--- src/design/flash_cmd_regs.vh ---
// offsets, field positions and command codes for the flash command controller
`ifndef FLASH_CMD_REGS_VH
`define FLASH_CMD_REGS_VH

// software register offsets (byte addresses)
`define OFS_CMD 8'h00
`define OFS_ADDR 8'h04
`define OFS_LEN 8'h08
`define OFS_TXHI 8'h0c
`define OFS_TXLO 8'h10
`define OFS_RXHI 8'h14
`define OFS_RXLO 8'h18
`define OFS_STAT 8'h1c

// field positions
`define CMD_OCT_BIT 8
`define STAT_BUSY 0
`define STAT_ARMED 1
`define STAT_BAD 2
`define STAT_DONE 3

// single-wire register commands
`define OP_RD_STATE 8'h05
`define OP_RD_CFG 8'h15
`define OP_RD_CFG2 8'h71
`define OP_WR_CFG2 8'h72
`define OP_RD_SECURE 8'h2b
`define OP_WR_SECURE 8'h2f
`define OP_RD_BOOT 8'h16
`define OP_WR_BOOT 8'h17
`define OP_ER_BOOT 8'h18
`define OP_PROG_SOLID 8'he3
`define OP_RD_PASS 8'h27
`define OP_WR_PASS 8'h28

// device operation, both modes except PSEL, which is octal only
`define OP_WREN 8'h06
`define OP_WRDI 8'h04
`define OP_PSEL 8'h68
`define OP_RST_ARM 8'h66
`define OP_RST 8'h99

// octal array access
`define OP_OCT_READ 8'hec
`define OP_OCT_PROG 8'h12
`define OP_OCT_SECT 8'h21
`define OP_OCT_BLK 8'hdc
`define OP_OCT_CHIP 8'h60
`define OP_OCT_CHIP2 8'hc7

// lookup entry fields: known, read, flexible length, zero address
`define TAB_KNOWN 15
`define TAB_RD 14
`define TAB_FLEX 13
`define TAB_ZADDR 12
`define TAB_DMY_CFG 5'h1f

`endif

--- src/design/flash_register_command_decoder.v ---
// host controller issuing register and array commands to a serial nor flash
// Contract
// - status read: code 05, no address, no dummy, one byte returned
// - configuration read: code 15, no address, no dummy, one byte returned
// - second configuration read: code 71, four address bytes, one byte back
// - second configuration write: code 72, four address bytes, one byte out
// - security read: code 2b, no address, no dummy cycles
// - security write: code 2f, opcode only
// - boot-vector read: code 16, one to four bytes, ends at select rise
// - boot-vector write: code 17, exactly four data bytes
// - boot-vector erase: code 18, opcode only
// - solid-protect program: code e3, four address bytes, no data
// - passcode read: code 27, zero address, eight dummy, eight bytes back
// - passcode write: code 28, zero address, eight bytes out
// - reset-arm must precede memory reset
// - only defined command codes are sent
// - octal commands send opcode then its complement
//
// The address-and-strobe port and the address map were left to the implementer.
`timescale 1ns/100ps
`include "flash_cmd_regs.vh"

module flash_register_command_decoder #(
	parameter [7:0] HALF = 8'd2,
	parameter [7:0] GAP = 8'd4
) (
	// clock and reset
	input wire clk,
	input wire rst,
	// software register port
	input wire [7:0] addr,
	input wire [31:0] wdata,
	input wire wr,
	input wire rd,
	output reg [31:0] rdata,
	// flash pins
	output reg sclk,
	output reg cs_n,
	output reg [7:0] io_out,
	output reg [7:0] io_oe,
	input wire [7:0] io_in
);

localparam [1:0] S_IDLE = 2'd0;
localparam [1:0] S_RUN = 2'd1;
localparam [1:0] S_GAP = 2'd2;
localparam [2:0] P_OP = 3'd0;
localparam [2:0] P_OP2 = 3'd1;
localparam [2:0] P_ADDR = 3'd2;
localparam [2:0] P_DMY = 3'd3;
localparam [2:0] P_DATA = 3'd4;
localparam [2:0] P_END = 3'd5;
localparam [7:0] LAST = HALF * 8'd2 - 8'd1;
// entry: known, read, flex, zero addr, addr bytes[11:9], dummy[8:4], data[3:0]
function [15:0] tab;
	input [7:0] op;
	input oc;
	begin
		tab = 16'h0;
		if (!oc) begin
			case (op)
				`OP_RD_STATE, `OP_RD_CFG: tab = 16'hc001;
				`OP_RD_CFG2: tab = 16'hc801;
				`OP_WR_CFG2: tab = 16'h8801;
				`OP_RD_SECURE: tab = 16'hc001;
				`OP_WR_SECURE: tab = 16'h8000;
				`OP_RD_BOOT: tab = 16'he004;
				`OP_WR_BOOT: tab = 16'h8004;
				`OP_ER_BOOT: tab = 16'h8000;
				`OP_PROG_SOLID: tab = 16'h8800;
				`OP_RD_PASS: tab = 16'hd888;
				`OP_WR_PASS: tab = 16'h9808;
				`OP_WREN, `OP_WRDI, `OP_RST_ARM, `OP_RST: tab = 16'h8000;
				default: tab = 16'h0;
			endcase
		end else begin
			case (op)
				`OP_OCT_READ: tab = 16'he9f8;
				`OP_OCT_PROG: tab = 16'ha808;
				`OP_OCT_SECT, `OP_OCT_BLK: tab = 16'h8800;
				`OP_OCT_CHIP, `OP_OCT_CHIP2: tab = 16'h8000;
				`OP_WREN, `OP_WRDI, `OP_PSEL: tab = 16'h8000;
				`OP_RST_ARM, `OP_RST: tab = 16'h8000;
				default: tab = 16'h0;
			endcase
		end
	end
endfunction

reg [7:0] in_m;
reg [7:0] in_s;
reg [1:0] st;
reg [2:0] ph;
reg [7:0] div;
reg [7:0] gcnt;
reg [4:0] cnt;
reg [2:0] bitc;
reg [7:0] op_cur;
reg oct;
reg pend_rst;
reg armed;
reg bad;
reg done;
reg [31:0] addr_r;
reg [3:0] len_r;
reg [4:0] dcfg;
reg [31:0] cur_addr;
reg [3:0] cur_len;
reg [4:0] cur_dmy;
reg [63:0] tx;
reg [63:0] rx;
reg [7:0] rxsh;
reg [2:0] next_ph;
reg unit_last;
reg [7:0] obyte;
reg [3:0] nd;
wire [15:0] t = tab(op_cur, oct);
wire [15:0] wt = tab(wdata[7:0], wdata[`CMD_OCT_BIT]);
wire rd_cmd = t[`TAB_RD];
wire [2:0] na = t[11:9];
wire [4:0] dmy = (t[8:4] == `TAB_DMY_CFG) ? cur_dmy : t[8:4];
wire [1:0] sel = na[1:0] - 2'd1 - cnt[1:0];
wire beat_end = (st == S_RUN) && (div == LAST);
wire byte_end = oct || (bitc == 3'd7);
wire [7:0] rxbyte = oct ? in_s : {rxsh[6:0], in_s[1]};
wire drive_all = !(ph == P_DMY || (ph == P_DATA && rd_cmd));
wire cmd_wr = wr && (addr == `OFS_CMD);
wire want_rst = (wdata[7:0] == `OP_RST) && !armed;

// pin inputs are asynchronous to clk; two stages before use
always @(posedge clk or posedge rst) begin
	if (rst) begin
		in_m <= 8'h00;
		in_s <= 8'h00;
	end else begin
		in_m <= io_in;
		in_s <= in_m;
	end
end

// data length: flexible commands take the software count, zero as one, clamped to the table
always @* begin
	nd = t[3:0];
	if (t[`TAB_FLEX]) begin
		if (cur_len == 4'h0)
			nd = 4'h1;
		else if (cur_len < t[3:0])
			nd = cur_len;
	end
end

// phase order walks the table entry; empty phases are skipped
always @* begin
	next_ph = P_END;
	if (ph == P_OP && oct)
		next_ph = P_OP2;
	else if (ph <= P_OP2 && na != 3'd0)
		next_ph = P_ADDR;
	else if (ph <= P_ADDR && dmy != 5'd0)
		next_ph = P_DMY;
	else if (ph <= P_DMY && nd != 4'd0)
		next_ph = P_DATA;
end

// last unit of the current phase
always @* begin
	case (ph)
		P_ADDR: unit_last = (cnt[2:0] == na - 3'd1);
		P_DMY: unit_last = (cnt == dmy - 5'd1);
		P_DATA: unit_last = (cnt[3:0] == nd - 4'd1);
		default: unit_last = 1'b1;
	endcase
end

// outgoing byte, most significant first
always @* begin
	case (ph)
		P_OP: obyte = op_cur;
		P_OP2: obyte = ~op_cur;
		P_ADDR: obyte = cur_addr[{sel, 3'b000} +: 8];
		P_DATA: obyte = tx[{~cnt[2:0], 3'b000} +: 8];
		default: obyte = 8'h00;
	endcase
end

// software-owned settings; tx must not change while busy
always @(posedge clk or posedge rst) begin
	if (rst) begin
		addr_r <= 32'h0;
		len_r <= 4'h0;
		dcfg <= 5'h0;
		tx <= 64'h0;
	end else if (wr) begin
		case (addr)
			`OFS_ADDR: addr_r <= wdata;
			`OFS_LEN: begin
				len_r <= wdata[3:0];
				dcfg <= wdata[12:8];
			end
			`OFS_TXHI: tx[63:32] <= wdata;
			`OFS_TXLO: tx[31:0] <= wdata;
			default: ;
		endcase
	end
end

// frame sequencer and pin drivers
always @(posedge clk or posedge rst) begin
	if (rst) begin
		st <= S_IDLE;
		ph <= P_OP;
		div <= 8'h0;
		gcnt <= 8'h0;
		cnt <= 5'h0;
		bitc <= 3'h0;
		op_cur <= 8'h0;
		oct <= 1'b0;
		pend_rst <= 1'b0;
		armed <= 1'b0;
		bad <= 1'b0;
		done <= 1'b0;
		cur_addr <= 32'h0;
		cur_len <= 4'h0;
		cur_dmy <= 5'h0;
		rx <= 64'h0;
		rxsh <= 8'h0;
		sclk <= 1'b0;
		cs_n <= 1'b1;
		io_out <= 8'h00;
		io_oe <= 8'h00;
	end else begin
		case (st)
			S_IDLE: begin
				if (cmd_wr && !wt[`TAB_KNOWN]) begin
					bad <= 1'b1;
				end else if (cmd_wr) begin
					bad <= 1'b0;
					done <= 1'b0;
					oct <= wdata[`CMD_OCT_BIT];
					pend_rst <= want_rst;
					op_cur <= want_rst ? `OP_RST_ARM : wdata[7:0];
					cur_addr <= wt[`TAB_ZADDR] ? 32'h0 : addr_r;
					cur_len <= len_r;
					cur_dmy <= dcfg;
					rx <= 64'h0;
					st <= S_RUN;
					ph <= P_OP;
					cnt <= 5'h0;
					bitc <= 3'h0;
					div <= 8'h0;
					cs_n <= 1'b0;
				end
			end
			S_RUN: begin
				if (cmd_wr)
					bad <= 1'b1;
				div <= beat_end ? 8'h0 : div + 8'h1;
				// new bit goes out while clock is low
				if (div == 8'h0) begin
					io_out <= oct ? obyte : {7'h0, obyte[~bitc]};
					io_oe <= oct ? (drive_all ? 8'hff : 8'h00) : 8'h01;
				end
				if (div == HALF - 8'h1)
					sclk <= 1'b1;
				if (beat_end) begin
					sclk <= 1'b0;
					rxsh <= {rxsh[6:0], in_s[1]};
					if (ph == P_DMY || byte_end) begin
						bitc <= 3'h0;
						if (ph == P_DATA && rd_cmd)
							rx <= {rx[55:0], rxbyte};
						if (unit_last) begin
							cnt <= 5'h0;
							ph <= next_ph;
							if (next_ph == P_END) begin
								// select rise closes the frame
								st <= S_GAP;
								gcnt <= 8'h0;
								cs_n <= 1'b1;
								io_oe <= 8'h00;
								armed <= (op_cur == `OP_RST_ARM);
							end
						end else begin
							cnt <= cnt + 5'h1;
						end
					end else begin
						bitc <= bitc + 3'h1;
					end
				end
			end
			S_GAP: begin
				if (cmd_wr)
					bad <= 1'b1;
				gcnt <= gcnt + 8'h1;
				// select high time between frames, then the queued reset
				if (gcnt == GAP - 8'h1) begin
					if (pend_rst) begin
						pend_rst <= 1'b0;
						op_cur <= `OP_RST;
						st <= S_RUN;
						ph <= P_OP;
						cnt <= 5'h0;
						bitc <= 3'h0;
						div <= 8'h0;
						cs_n <= 1'b0;
					end else begin
						st <= S_IDLE;
						done <= 1'b1;
					end
				end
			end
			default: st <= S_IDLE;
		endcase
	end
end

// read data stands only in the cycle after the strobe
always @(posedge clk or posedge rst) begin
	if (rst) begin
		rdata <= 32'h0;
	end else if (rd) begin
		case (addr)
			`OFS_CMD: rdata <= {23'h0, oct, op_cur};
			`OFS_ADDR: rdata <= addr_r;
			`OFS_LEN: rdata <= {19'h0, dcfg, 4'h0, len_r};
			`OFS_TXHI: rdata <= tx[63:32];
			`OFS_TXLO: rdata <= tx[31:0];
			`OFS_RXHI: rdata <= rx[63:32];
			`OFS_RXLO: rdata <= rx[31:0];
			`OFS_STAT: rdata <= {28'h0, done, bad, armed, st != S_IDLE};
			default: rdata <= 32'h0;
		endcase
	end else begin
		rdata <= 32'h0;
	end
end
endmodule

--- config.mk ---
export PLATFORM = sky130hd
export DESIGN_NAME = flash_register_command_decoder
export DESIGN_NICKNAME = d
export VERILOG_FILES = /design/src/design/flash_register_command_decoder.v
export VERILOG_INCLUDE_DIRS = /design/src /design/src/design
export SDC_FILE = /design/constraint.sdc
export NUM_CORES = 1
export LEC_CHECK = 0
export BUFFER_PORTS_ARGS = -buffer_cell sky130_fd_sc_hd__buf_2
export CAP_MARGIN = 20
export CORE_ASPECT_RATIO = 1.4
export CORE_MARGIN = 5
export CORE_UTILIZATION = 37
export CTS_CLUSTER_SIZE = 16
export DETAILED_ROUTE_END_ITERATION = 8
export HOLD_SLACK_MARGIN = 0.12
export SLEW_MARGIN = 20
export SYNTH_ARGS = -nofsm -noshare
export SYNTH_HDL_FRONTEND = slang
export SYNTH_SLANG_ARGS = --single-unit
--- constraint.sdc ---
create_clock -name clk -period 19.51 [get_ports clk]
set_input_delay 0.9755 -clock clk [delete_from_list [all_inputs] [get_ports clk]]
set_output_delay 0.9755 -clock clk [all_outputs]
set_load 0.02 [all_outputs]
==> impl.org, run 1 <==
** Critical path
- Category of the worst setup path capture point :: flop
- Required @ worst endpoint :: 19.91 ns
- Start point of the critical path :: op_cur[3]
- On the critical path the largest part of the delay comes from compound AO/OA/AOI/OAI gates.
- The startpoint identified for the worst register-to-register timing path is op_cur[3].
- Library cell appearing most often on the critical path :: sky130_fd_sc_hd__nor2_1
- Nature of the critical path startpoint :: flop
- CP arrival :: 5.56 ns
- Worst Reg-to-Reg Cells :: 16
- Highest net fanout along the worst path :: 14
- Endpoint of the worst-slack reg-to-reg timing path :: io_oe[5]
- CP cell instances :: and4b_1 -> a21oi_1 -> a22o_1 -> ha_1 -> o21ai_0 -> a31oi_1 -> a211oi_1 -> nor2_1 -> ha_1 -> xor2_1 -> nand3_1 -> or3_1 -> a2111oi_4 -> o21ai_1 -> nor2_1 -> nor2_1
- Across all register-to-register paths, the minimum setup slack is 14.35 ns.
- Crit Path Class :: flop to flop
- Counting both buffers and inverters, the worst setup path holds a total of 0.
- Slowest library cell on the worst path :: sky130_fd_sc_hd__dfrtp_1
- Delay of the slowest critical-path stage :: 0.70 ns

** Floorplan
- Measured along the y axis, the die boundary spans 255 um.
- The die covers 47300 um^2.
- The initialized floorplan defines 90 standard-cell rows.
- Initial core utilization :: 37.2%
- For this design the top-level I/O count stands at 102.
- In this run the standard cell core region covers 42800 um^2.
- Width of the die :: 185 um

** Synthesis
- Total of flip-flops plus latches after synthesis :: 325
- Synthesized cell area :: 15900 um^2
- Mean instance size in the synthesized netlist :: 10.4 um^2
- Post-Syn Instances :: 1523
- Counting distinct cell types in the post-synthesis netlist gives 76.
- Yosys printed 0 warnings.
- The most used flip-flop cell after synthesis is sky130_fd_sc_hd__dfrtp_1.
- Synthesized netlist net count :: 1590
- The synthesized design contains 0 enable-type register cells.
- Fraction of registers with async set or reset after synthesis :: 100%
- The share of the Yosys chip area taken by registers is 51.2%.

** Detailed routing
- Antenna Nets Post-Route :: 0
- DRC violations left :: 0
- Wire length per cell after detailed routing :: 22.9 um
- The routed layout has 12500 vias.
- Number of DRC violations after detailed-routing iteration 0 :: 1071
- The first detailed-routing pass ran for 6 iterations.
- After detailed routing, the number of vias per cell comes to 5.81.
- For this block, the routed nets add up to 49200 um of wire.

** Global routing
- Global routing finished with a remaining overflow of 0.
- Across every metal layer, demand over resource in global routing totals 20.7%.
- The first global-routing pass estimated 75800 um of wire.
- The number of antenna violations at the first check in global routing is 0.
- Pin count of the biggest net entering global routing :: 129
- Via count of the first global-routing pass :: 12700

** Pwr
- Share of total power in the clock network :: 35.0%
- Summed over all nets, the switching power comes to 0.726 mW.
- Net switching is 34.3% of the power.
- Per report_power, the sequential group accounts for 41.9% of the total.
- For this design the static power due to leakage is 8.01 nW.
- Internal power consumption :: 1.39 mW
- The worst-case IR drop observed on VDD is 0.0746 mV.
- Pwr per Cell Area :: 116 nW/um^2
- Combinational share of power :: 23.1%
- Overall power consumption after layout is estimated at 2.11 mW.

** STA
- Dividing the final minimum period by the clock period gives 26.5%.
- Final worst hold slack :: 0.347 ns
- Headroom to the max-slew limit :: 29.8%
- Setup violations, final :: 0
- Highest achievable clock rate :: 0.194 GHz
- Slew at the pin closest to its max-slew limit :: 1.05 ns
- Clock skew :: 0.0205 ns
- Setup total negative slack on the finished layout was measured at 0 ns.
- Fin. Hold Viols :: 0
- Final min period :: 5.16 ns
- Max Slew Vio Count :: 0
- Setup repair after global routing left no endpoint under its margin.

** Cells and area
- In the final layout, the share of cells above drive strength 1 is 22.1%.
- Cells fill 42.4% of the core in the end.
- Number of antenna repair diodes :: 0
- Post-synthesis to final-layout area growth :: 14.2%
- Leading cell type in the layout, fill and taps excluded :: sky130_fd_sc_hd__dfrtp_1
- At the end of the flow, the number of nets in the layout was 1637.
- In the layout the commonest cells are sky130_fd_sc_hd__dfrtp_1, sky130_fd_sc_hd__nand2_1, sky130_fd_sc_hd__o21ai_0.
- Total of fill cells in the finished design :: 4181

** Min path
- WHS Endpoint :: in_s[7]
- Class of the tightest hold or removal check :: flop to flop
- Worst hold start :: in_m[7]
- Depth of the worst hold-timing path :: 0

** Clock tree
- Number of sinks driven by the clock tree :: 325
- Root buf cell :: sky130_fd_sc_hd__clkbuf_16
- TritonCTS buffer count :: 34
- In this run the deepest clock path goes through 3 buffers.
- # hold bufs at CTS :: 0
- In this run the post-CTS setup repair buffer count came out at 0.
- Clock H-tree levels :: 2
- After clock tree synthesis, the clock-pin slew on the worst setup and hold paths is 0.06 ns.
- CTS tree :: built
- Clock latency on the worst-skew pair :: 0.54 ns
- After clock tree synthesis, the repair step resized 0 gates.

** Flow run
- Max-cap violations in this run came to 0.

** Run status
- Run status :: completed

** Placement
- Routability-driven placement finished with a final weighted congestion of 0.890.
- Detailed placement ended at an HPWL of 33300 um.
- Total of buffers placed on input and output ports :: 101
==> cells by family (layout without fill, tap and decap cells) <==
kind of cell    Yosys count  count (layout)  share of synthesized area (%)
flops                   325             325                           51.2
compound gates          376             376                           15.9
xor+xnor                 23              23                           1.27
simple gates            480             480                           13.8
buf+inv                 139             210                           3.42
mux                     165             165                           13.3
fa+ha+maj                15              15                           1.18
==> worst reg2reg max path, cell delays in order (launching register included) <==
cell and delay [ns]:
sky130_fd_sc_hd__dfrtp_1 0.70, sky130_fd_sc_hd__and4b_1 0.44, sky130_fd_sc_hd__a21oi_1 0.15, sky130_fd_sc_hd__a22o_1 0.26, sky130_fd_sc_hd__ha_1 0.32, sky130_fd_sc_hd__o21ai_0 0.19
sky130_fd_sc_hd__a31oi_1 0.14, sky130_fd_sc_hd__a211oi_1 0.28, sky130_fd_sc_hd__nor2_1 0.08, sky130_fd_sc_hd__ha_1 0.31, sky130_fd_sc_hd__xor2_1 0.17, sky130_fd_sc_hd__nand3_1 0.09
sky130_fd_sc_hd__or3_1 0.39, sky130_fd_sc_hd__a2111oi_4 0.64, sky130_fd_sc_hd__o21ai_1 0.29, sky130_fd_sc_hd__nor2_1 0.49, sky130_fd_sc_hd__nor2_1 0.11
==> how the worst max path moves through the flow <==
stage | to | slack [ns] | cells after the start
2_1_floorplan | addr_r[0] | 9.54 | 1
3_3_place_gp | io_oe[1] | 14.47 | 16
3_5_place_dp | io_oe[5] | 14.35 | 16
4_1_cts | io_oe[5] | 14.34 | 16
5_1_grt | io_oe[1] | 13.97 | 16
6_report | io_oe[5] | 14.35 | 16
==> per-layer routing <==
| metal | share of wire (%) | global-route usage, % | up-vias |
|---|---|---|---|
| li1 | - | - | 5617 |
| met1 | 39 | 25.0 | 6311 |
| met2 | 50 | 36.7 | 423 |
| met3 | 5.2 | 2.70 | 125 |
| met4 | 5.3 | 9.92 | 0 |
| met5 | 0 | 0 | - |
==> through the flow <==
step                      std cells  cell area [um^2]  worst slack (ns)
final                          2146             18200             14.35
after global routing           2146             18200             13.97
after CTS                      2145             18100             14.34
after detailed placement       2085             16900             14.35
after global placement         2085             16900             14.47
after floorplan                1523             15900              9.54
==> synth_stat cells (7+ instances only) <==
cell type	instances	area, um^2
sky130_fd_sc_hd__o21ai_0	134	671
sky130_fd_sc_hd__inv_1	26	97.6
sky130_fd_sc_hd__nand2b_1	13	81.3
sky130_fd_sc_hd__xnor2_1	20	175
sky130_fd_sc_hd__a222oi_1	23	230
sky130_fd_sc_hd__nor3_1	15	75.1
sky130_fd_sc_hd__a22oi_1	52	390
sky130_fd_sc_hd__nor2b_1	8	50.1
sky130_fd_sc_hd__a21oi_1	52	260
sky130_fd_sc_hd__dfrtp_1	324	8110
sky130_fd_sc_hd__nor4_1	9	56.3
sky130_fd_sc_hd__clkbuf_1	81	304
sky130_fd_sc_hd__a2111oi_0	8	70.1
sky130_fd_sc_hd__nand3_1	23	115
sky130_fd_sc_hd__a211oi_1	8	60.1
sky130_fd_sc_hd__o22a_1	10	87.6
sky130_fd_sc_hd__mux2_2	124	1400
sky130_fd_sc_hd__mux2i_1	16	160
sky130_fd_sc_hd__mux4_2	25	563
sky130_fd_sc_hd__and2_1	8	50.1
sky130_fd_sc_hd__and3_1	11	68.8
sky130_fd_sc_hd__a31oi_1	18	113
sky130_fd_sc_hd__buf_1	22	82.6
sky130_fd_sc_hd__nor2_1	64	240
sky130_fd_sc_hd__ha_1	15	188
sky130_fd_sc_hd__or3_1	7	43.8
sky130_fd_sc_hd__nand2_1	282	1060
sky130_fd_sc_hd__nand4_1	13	81.3
sky130_fd_sc_hd__a22o_1	12	105
==> power groups by stage <==
stage	Sequential [mW]	Combinational, mW	Clock, mW
after global routing	0.896	0.541	0.782
final	0.885	0.489	0.741
after global placement	0.899	0.471	0
after floorplan	0.823	0.388	0
after detailed placement	0.903	0.478	0
after CTS	0.890	0.479	0.756
==> state kept, by name (all words and copies together) (netlist names), 2 cells and up <==
| name | cells |
|---|---|
| rx | 64 |
| tx | 64 |
| addr_r | 32 |
| cur_addr | 32 |
| rdata | 32 |
| div | 8 |
| gcnt | 8 |
| in_m | 8 |
| in_s | 8 |
| io_oe | 8 |
| io_out | 8 |
| op_cur | 8 |
| rxsh | 7 |
| cnt | 5 |
| cur_dmy | 5 |
| dcfg | 5 |
| cur_len | 4 |
| len_r | 4 |
| bitc | 3 |
| ph | 3 |
| st | 2 |
==> cell type report <==
cell class,instances,area [um^2],share of cell area (%)
sequential,325,8140,44.8
multi-input combinational,1059,7260,40.0
clock buffer,43,966,5.32
tap,552,691,3.80
timing repair buffer,123,683,3.76
clock inverter,17,312,1.72
inverter,27,109,0.600
(Power assumes the default switching activity.)
==> run 2, diff against run 1 <==
clock period = 4.25 ns   (was 19.51 ns; I/O delays follow)
==> run 2 against run 1 <==
Final cell count up 4.0%. Fmax rose by 27%. Flip-flop and latch count unchanged. Total power rose to 4.5 times the previous value. Clock-buffer cell count rose by 3. First-iteration DRC count up 11%. Utilization grew 1.7 points. Sequential power grew to 4.5 times the previous value. Routed wire length increased by 3.5%. Worst setup slack got worse by 14 ns. Critical path type unchanged. Largest cell class unchanged.
==> impl.org, run 2 (synthesis gave the netlist of run 1 again) <==
** Min path
- The startpoint identified for the worst hold timing path is wdata[6].
- Depth of the worst hold-timing path :: 2 (+2)
- WHS Endpoint :: addr_r[6]
- Class of the tightest hold or removal check :: input pin to flop

** Global routing
- Pin count of the biggest net entering global routing :: 129 (unchanged)
- Overflow left after global routing :: 0 (unchanged)
- Via count of the first global-routing pass :: 13200 (+3.8%)
- Global Route met2 Usage :: 37.0% (+0.37 points)
- Grt peak-use layer :: met2
- The global routing usage on met1 came to 26.0% (+1.0 points).
- The overall global routing resource usage came to 21.4% (+0.68 points).
- The global-route wire length before repair is 78100 um (+3.0%).
- The met3 global-route usage was 2.89% (+0.18 points).
- The number of antenna violations at the first check in global routing is 2 (+2).

** Cells and area
- Total of fill cells in the finished design :: 4071 (-2.6%)
- Share of final-layout standard cells stronger than drive strength 1 :: 24.8% (+2.7 points)
- The sequential cell area came to 8140 um^2 (+0.11%).
- The final instance count without filler cells came to 2231 (+4.0%).
- The multi-input logic area is 7350 um^2 (+1.3%).
- The final net count was 1721 (+5.1%).
- Post-synthesis to final-layout area growth :: 18.7%
- Leading cell type in the layout, fill and taps excluded :: sky130_fd_sc_hd__dfrtp_1
- In the layout the commonest cells are sky130_fd_sc_hd__dfrtp_1, sky130_fd_sc_hd__nand2_1, sky130_fd_sc_hd__o21ai_0.
- The largest registers in the layout are rx x64, tx x64.

** Critical path
- The setup path with the least slack is of type flop to flop.
- Endpoint of the worst-slack reg-to-reg timing path :: gcnt[3]
- The length in cells of the worst reg-to-reg path came to 16 (unchanged).
- STA classifies the critical path startpoint as a flop.
- Launching point of the worst reg2reg path :: op_cur[5]
- The worst-case register-to-register setup slack came to 0.18 ns (-14.17 ns).
- The biggest fanout along the worst timing path came to 9 (-5).
- The signal arrival time at the worst endpoint came to 4.49 ns (-1.07 ns).
- The required time of the worst setup path is 4.67 ns (-15.24 ns).
- The worst setup path is captured at a flop.

** Floorplan
- Die ar. :: 47300 um^2 (unchanged)
- Width of the die :: 185 um (unchanged)
- The area of the core is 42800 um^2 (unchanged).
- The starting utilization of the core area came to 37.2% (unchanged).
- Site row count :: 90 (unchanged)
- Die H :: 255 um (unchanged)
- The number of placed I/O pins was 102 (unchanged).

** Clock tree
- The clock-pin slew on the worst setup and hold paths is 0.06 ns (about the same).
- Clock tree synthesis selected as its root buffer the cell sky130_fd_sc_hd__clkbuf_16.
- TritonCTS buffer count :: 35 (+2.9%)
- The insertion delay to the later sink of the worst-skew pair is 0.55 ns (about the same).
- Clock H-tree levels :: 2 (unchanged)
- TritonCTS built the clock tree.
- Number of buffers on the longest clock path :: 3 (unchanged)
- Number of sinks driven by the clock tree :: 325 (unchanged)

** Detailed routing
- Detailed Route WL :: 50900 um (+3.5%)
- The violation count after the first detailed-route iteration came to 1194 (+11%).
- Antenna Nets Post-Route :: 0 (unchanged)
- The mean number of vias per cell was 5.76 (-0.92%).
- Wire length per cell after detailed routing :: 22.8 um (-0.45%)
- The total number of vias was 12900 (+3.0%).
- Detailed-router iteration count before antenna repair :: 5 (-1)
- DRC violations left :: 0 (unchanged)

** STA
- Clock skew :: 0.0242 ns (+0.00364 ns)
- The count of endpoints failing setup in the final report came to 0 (unchanged).
- Highest achievable clock rate :: 0.246 GHz (+27%)
- Headroom to the max-slew limit :: 37.2% (+7.4 points)
- Slew at the pin closest to its max-slew limit :: 0.942 ns (-0.107 ns)
- Max Slew Vio Count :: 0 (unchanged)
- The worst slack on hold paths is 0.188 ns (-0.160 ns).
- Fin. Hold Viols :: 0 (unchanged)
- Final min period :: 4.07 ns (-1.09 ns)
- Final cycle utilization of the critical path :: 95.8% (+69 points)

** Placement
- The number of cells after detailed placement came to 2130 (+2.2%).
- The number of buffer cells added on primary ports came to 101 (unchanged).
- Total half-perimeter wirelength after legalization and detailed placement :: 35600 um (+7.0%)
- The global placer's final weighted congestion was 0.898 (+0.94%).

** Pwr
- Design Power :: 9.62 mW (+350%)
- The maximum vdd ir drop was 0.291 mV (+290%).
- The leakage power summed over all cells was 8.37 nW (+4.5%).
- The power per standard cell area is 509 nW/um^2 (+340%).

** Flow run
- Count of maximum capacitance violations :: 0 (unchanged)

** Run status
- Run status :: completed
## run 2: cell types whose count changed in the layout (fill, tap and decap cells not counted), sizes merged
cell,delta
bufinv,-7
buf,+45
diode,+2
clkbuf,+3
dlygate4sd3,+38
inv,+1
clkinv,+3
## run 2: layout make-up
class / count / share of cell area (%)
tap: 552 / 3.66
multi-input combinational: 1059 / 39.0
clock buffer: 46 / 5.18
sequential: 325 / 43.1
clock inverter: 14 / 0.822
timing repair buffer: 206 / 7.66
inverter: 27 / 0.557
antenna: 2 / 0.0265
## run 2: power by group
part	switching, mW	total (mW)	internal (mW)
Clock	1.33	3.03	1.71
Combinational	1.61	2.60	0.990
Sequential	0.498	3.98	3.48
Total	3.44	9.62	6.18
## run 2: worst max-delay path, stage by stage (launching register included)
cell and delay [ns]:
sky130_fd_sc_hd__dfrtp_2 0.47, sky130_fd_sc_hd__nor2b_1 0.27, sky130_fd_sc_hd__nand4_1 0.19, sky130_fd_sc_hd__ha_1 0.35
sky130_fd_sc_hd__o21ai_2 0.16, sky130_fd_sc_hd__a31oi_1 0.11, sky130_fd_sc_hd__a211oi_2 0.20, sky130_fd_sc_hd__nor2_1 0.07
sky130_fd_sc_hd__ha_1 0.31, sky130_fd_sc_hd__xor2_1 0.17, sky130_fd_sc_hd__nand3_1 0.10, sky130_fd_sc_hd__or3_4 0.37
sky130_fd_sc_hd__a2111oi_4 0.31, sky130_fd_sc_hd__buf_6 0.19, sky130_fd_sc_hd__o211ai_4 0.15, sky130_fd_sc_hd__and2_4 0.24
sky130_fd_sc_hd__a211o_1 0.29
## run 2: through the flow
step	area, um^2	setup slack [ns]	setup TNS (ns)	utilization, %
2_1_floorplan	15900	-0.298	-96.69	-
3_3_place_gp	17300	0.0996	0	40.3
3_5_place_dp	17300	-0.0135	-0.0185	40.3
4_1_cts	18800	0.0110	0	43.9
5_1_grt	18900	-0.0264	-0.0311	44.1
6_report	18900	0.178	0	44.1
## run 2: metal layers
metal	share of wire, %	vias to the layer above
li1	-	5797
met2	50	446
met5	0	-
met1	39	6469
met4	5.7	0
met3	5.1	139
## run 2: how the worst max path moves through the flow
stage               from         to  cells after the start
5_1_grt        op_cur[7]    gcnt[3]                     17
2_1_floorplan        rst  addr_r[0]                      1
3_5_place_dp   op_cur[3]    gcnt[3]                     17
4_1_cts        op_cur[2]    gcnt[3]                     18
6_report       op_cur[5]    gcnt[3]                     16
3_3_place_gp   op_cur[3]    gcnt[3]                     17
## run 2: repair_timing
action                                 in CTS  in global routing
hold buffers                               38                  0
pin swaps                                   0                  4
endpoints found under the hold margin     113                  0
setup buffers                               0                  1
resized for setup                           6                 16
setup endpoints to repair                   3                 26
==> run 3, diff against run 2 <==
PLACE_DENSITY_LB_ADDON = 0.12   (was default)
==> run 3 against run 2 <==
Final cell count up 0.63%. The flow now finishes with violations (setup timing). Largest power group unchanged. Critical endpoint is now gcnt[2]. Via count about the same. Worst setup slack lost 0.22 ns.
==> impl.org, run 3 (synthesis gave the netlist of run 1 again) <==
** Placement
- Total half-perimeter wirelength after legalization and detailed placement :: 37400 um (+5.0%)
- Worst setup slack after placement :: -0.0416 ns (-0.0281 ns)
- The total placed instance area is 17300 um^2 (+0.38%).
- Inst Count DP :: 2134 (+0.19%)
- The number of buffer cells added on primary ports is 101 (unchanged).
- Final weighted congestion in routability-driven placement :: 0.872 (-2.9%)

** STA
- The final count of hold timing violations is 0 (unchanged).
- Clock skew :: 0.0199 ns (-0.00423 ns)
- The maximum frequency from static timing analysis came to 0.233 GHz (-5.1%).
- The portion of the clock cycle consumed by the worst path in the final layout was 101% (+5.1 points).
- The pin slew with the least headroom to its limit is 1.13 ns (+0.192 ns).
- The final worst setup slack is -0.0397 ns (-0.217 ns).
- The count of endpoints failing setup in the final report was 2 (+2).
- Max Slew Vio Count :: 0 (unchanged)
- Headroom to the max-slew limit :: 24.4% (-13 points)
- Final min period :: 4.29 ns (+0.217 ns)
- The worst slack on hold paths is 0.183 ns (-0.00437 ns).
- Setup repair after global routing missed its margin :: true

** Pwr
- The leakage power summed over all cells is 8.47 nW (+1.2%).
- The power per standard cell area was 517 nW/um^2 (+1.4%).
- Design Power :: 9.85 mW (+2.4%)
- Worst ir drop on vdd :: 0.301 mV (+3.3%)

** Floorplan
- Width of the die :: 185 um (unchanged)
- Num ports :: 102 (unchanged)
- Die ar. :: 47300 um^2 (unchanged)
- Initial core utilization :: 37.2% (unchanged)
- Area of the core :: 42800 um^2 (unchanged)
- Site row count :: 90 (unchanged)
- The floorplan die height was 255 um (unchanged).

** Critical path
- Crit Path Class :: flop to flop
- Category of the worst setup path capture point :: flop
- The signal arrival time at the worst endpoint came to 4.69 ns (+0.20 ns).
- The biggest fanout along the worst timing path is 10 (+1).
- The worst-case register-to-register setup slack was -0.04 ns (-0.22 ns).
- The worst setup path is launched from a flop.
- Required @ worst endpoint :: 4.65 ns (-0.02 ns)

** Clock tree
- The deepest level of the CTS H-tree was 2 (unchanged).
- Clock latency on the worst-skew pair :: 0.54 ns (about the same)
- TritonCTS built the clock tree.
- The clock-pin slew on the worst setup and hold paths was 0.06 ns (about the same).
- The clock sink total came to 325 (unchanged).
- Root buf cell :: sky130_fd_sc_hd__clkbuf_16
- The number of buffers created by CTS was 37 (+5.7%).
- The maximum count of clock buffers along a single path came to 3 (unchanged).

** Global routing
- The global-route wire length before repair came to 83000 um (+6.2%).
- The overall global routing resource usage was 23.0% (+1.6 points).
- Via count of the first global-routing pass :: 13400 (+1.4%)
- The maximum number of pins on one net before global-route repair is 162 (+26%).
- The number of antenna violations at the first check in global routing is 2 (unchanged).
- Overflow left after global routing :: 0 (unchanged)

** Min path
- The worst hold path belongs to the class input pin to flop.

** Detailed routing
- DRC violations left :: 0 (unchanged)
- The total length of routed wires came to 54100 um (+6.3%).
- Number of vias after detailed routing :: 12800 (-0.047%)
- Antenna Nets Post-Route :: 0 (unchanged)
- The violation count after the first detailed-route iteration is 833 (-30%).
- The mean number of vias per cell was 5.72 (-0.67%).
- Detailed-router iteration count before antenna repair :: 8 (+3)
- Wire length per cell after detailed routing :: 24.1 um (+5.6%)

** Run status
- The run finished, with violations left.
- Failing checks :: setup timing

** Flow run
- Count of maximum capacitance violations :: 0 (unchanged)

** Cells and area
- The share of post-route cells with drive strength above 1 is 25.5% (+0.68 points).
- Commonest non-fill, non-tap cells in the layout :: sky130_fd_sc_hd__dfrtp_1, sky130_fd_sc_hd__nand2_1, sky130_fd_sc_hd__o21ai_0
- The largest registers in the layout are rx x64, tx x64.
- The finished layout cell area was 19100 um^2 (+0.96%).
- Net total in the final layout :: 1734 (+0.76%)
- From synthesis to final layout, the design area changed by 19.9%.
- Final standard cell count with taps included and fillers excluded :: 2245 (+0.63%)
- Leaving out fill and tap cells, the most frequent cell in the layout is sky130_fd_sc_hd__dfrtp_1.
-- run 3: changes by cell type in the layout (fill, tap and decap cells not counted), moves of 3 or more --
cell,change
sky130_fd_sc_hd__buf_12,+3
sky130_fd_sc_hd__inv_6,-4
sky130_fd_sc_hd__clkbuf_16,+3
sky130_fd_sc_hd__buf_4,+8
sky130_fd_sc_hd__clkbuf_1,+3
-- run 3: worst max-delay path: stages (launching register included) --
cell and delay (ns):
sky130_fd_sc_hd__dfrtp_2 0.44, sky130_fd_sc_hd__buf_12 0.16, sky130_fd_sc_hd__nor3b_4 0.18, sky130_fd_sc_hd__nand4_1 0.17, sky130_fd_sc_hd__ha_1 0.39, sky130_fd_sc_hd__o21ai_4 0.16, sky130_fd_sc_hd__a31oi_1 0.11, sky130_fd_sc_hd__a211oi_2 0.24
sky130_fd_sc_hd__nor2_1 0.07, sky130_fd_sc_hd__ha_1 0.30, sky130_fd_sc_hd__xor2_1 0.17, sky130_fd_sc_hd__nand3_1 0.10, sky130_fd_sc_hd__or3_4 0.43, sky130_fd_sc_hd__a2111oi_4 0.40, sky130_fd_sc_hd__buf_4 0.19, sky130_fd_sc_hd__o211ai_4 0.12
sky130_fd_sc_hd__and2_4 0.24, sky130_fd_sc_hd__a211o_1 0.30
-- run 3: layout make-up --
| cell class | instances | area (um^2) |
|---|---|---|
| Multi-Input combinational cell | 1059 | 7370 |
| Clock buffer | 53 | 1080 |
| Tap cell | 552 | 691 |
| Timing Repair Buffer | 217 | 1570 |
| Antenna cell | 2 | 5.00 |
| Clock inverter | 10 | 93.8 |
| Sequential cell | 325 | 8140 |
| Fill cell | 4130 | 23700 |
| Inverter | 27 | 105 |
-- run 3: final timing paths --
kind                       startpoint    endpoint  cells past startpoint
setup reg to reg            op_cur[3]     gcnt[2]                     17
hold / removal               wdata[6]   addr_r[6]                      2
setup / recovery            op_cur[3]     gcnt[2]                     17
hold reg to reg               in_m[7]     in_s[7]                      0
max in group asynchronous         rst  addr_r[24]                      4
min in group asynchronous         rst     rxsh[2]                      3
-- run 3: report_power, final --
group          internal, mW  leakage (nW)  switching (mW)
clock                  1.82         0.569            1.30
combinational          1.05          3.52            1.66
sequential             3.48          4.38           0.528
total                  6.36          8.47            3.49
-- run 3: per-stage QoR --
| stage | TNS, ns | util [%] |
|---|---|---|
| floorplan | -96.69 | - |
| global placement | 0 | 40.5 |
| detailed placement | -0.0434 | 40.5 |
| CTS | 0 | 44.1 |
| global route | -2.30 | 44.5 |
| finish | -0.0510 | 44.5 |
-- run 3: timing repair --
| action | CTS | global route |
|---|---|---|
| hold buffers | 37 | 0 |
| pin swaps | 0 | 14 |
| resized for setup | 4 | 25 |
| endpoints found under the setup margin | 3 | 28 |
| hold endpoints to repair | 133 | 0 |
| cloned | 0 | 0 |
| setup buffers | 0 | 9 |
-- run 3: per-layer routing --
layer  vias up  GRT usage (%)  share of wire [%]
met2       363           41.7                 53
met4         0           9.84                4.8
met3       127           2.70                3.4
li1       5826              -                  -
met5         -              0                  0
met1      6529           27.6                 39
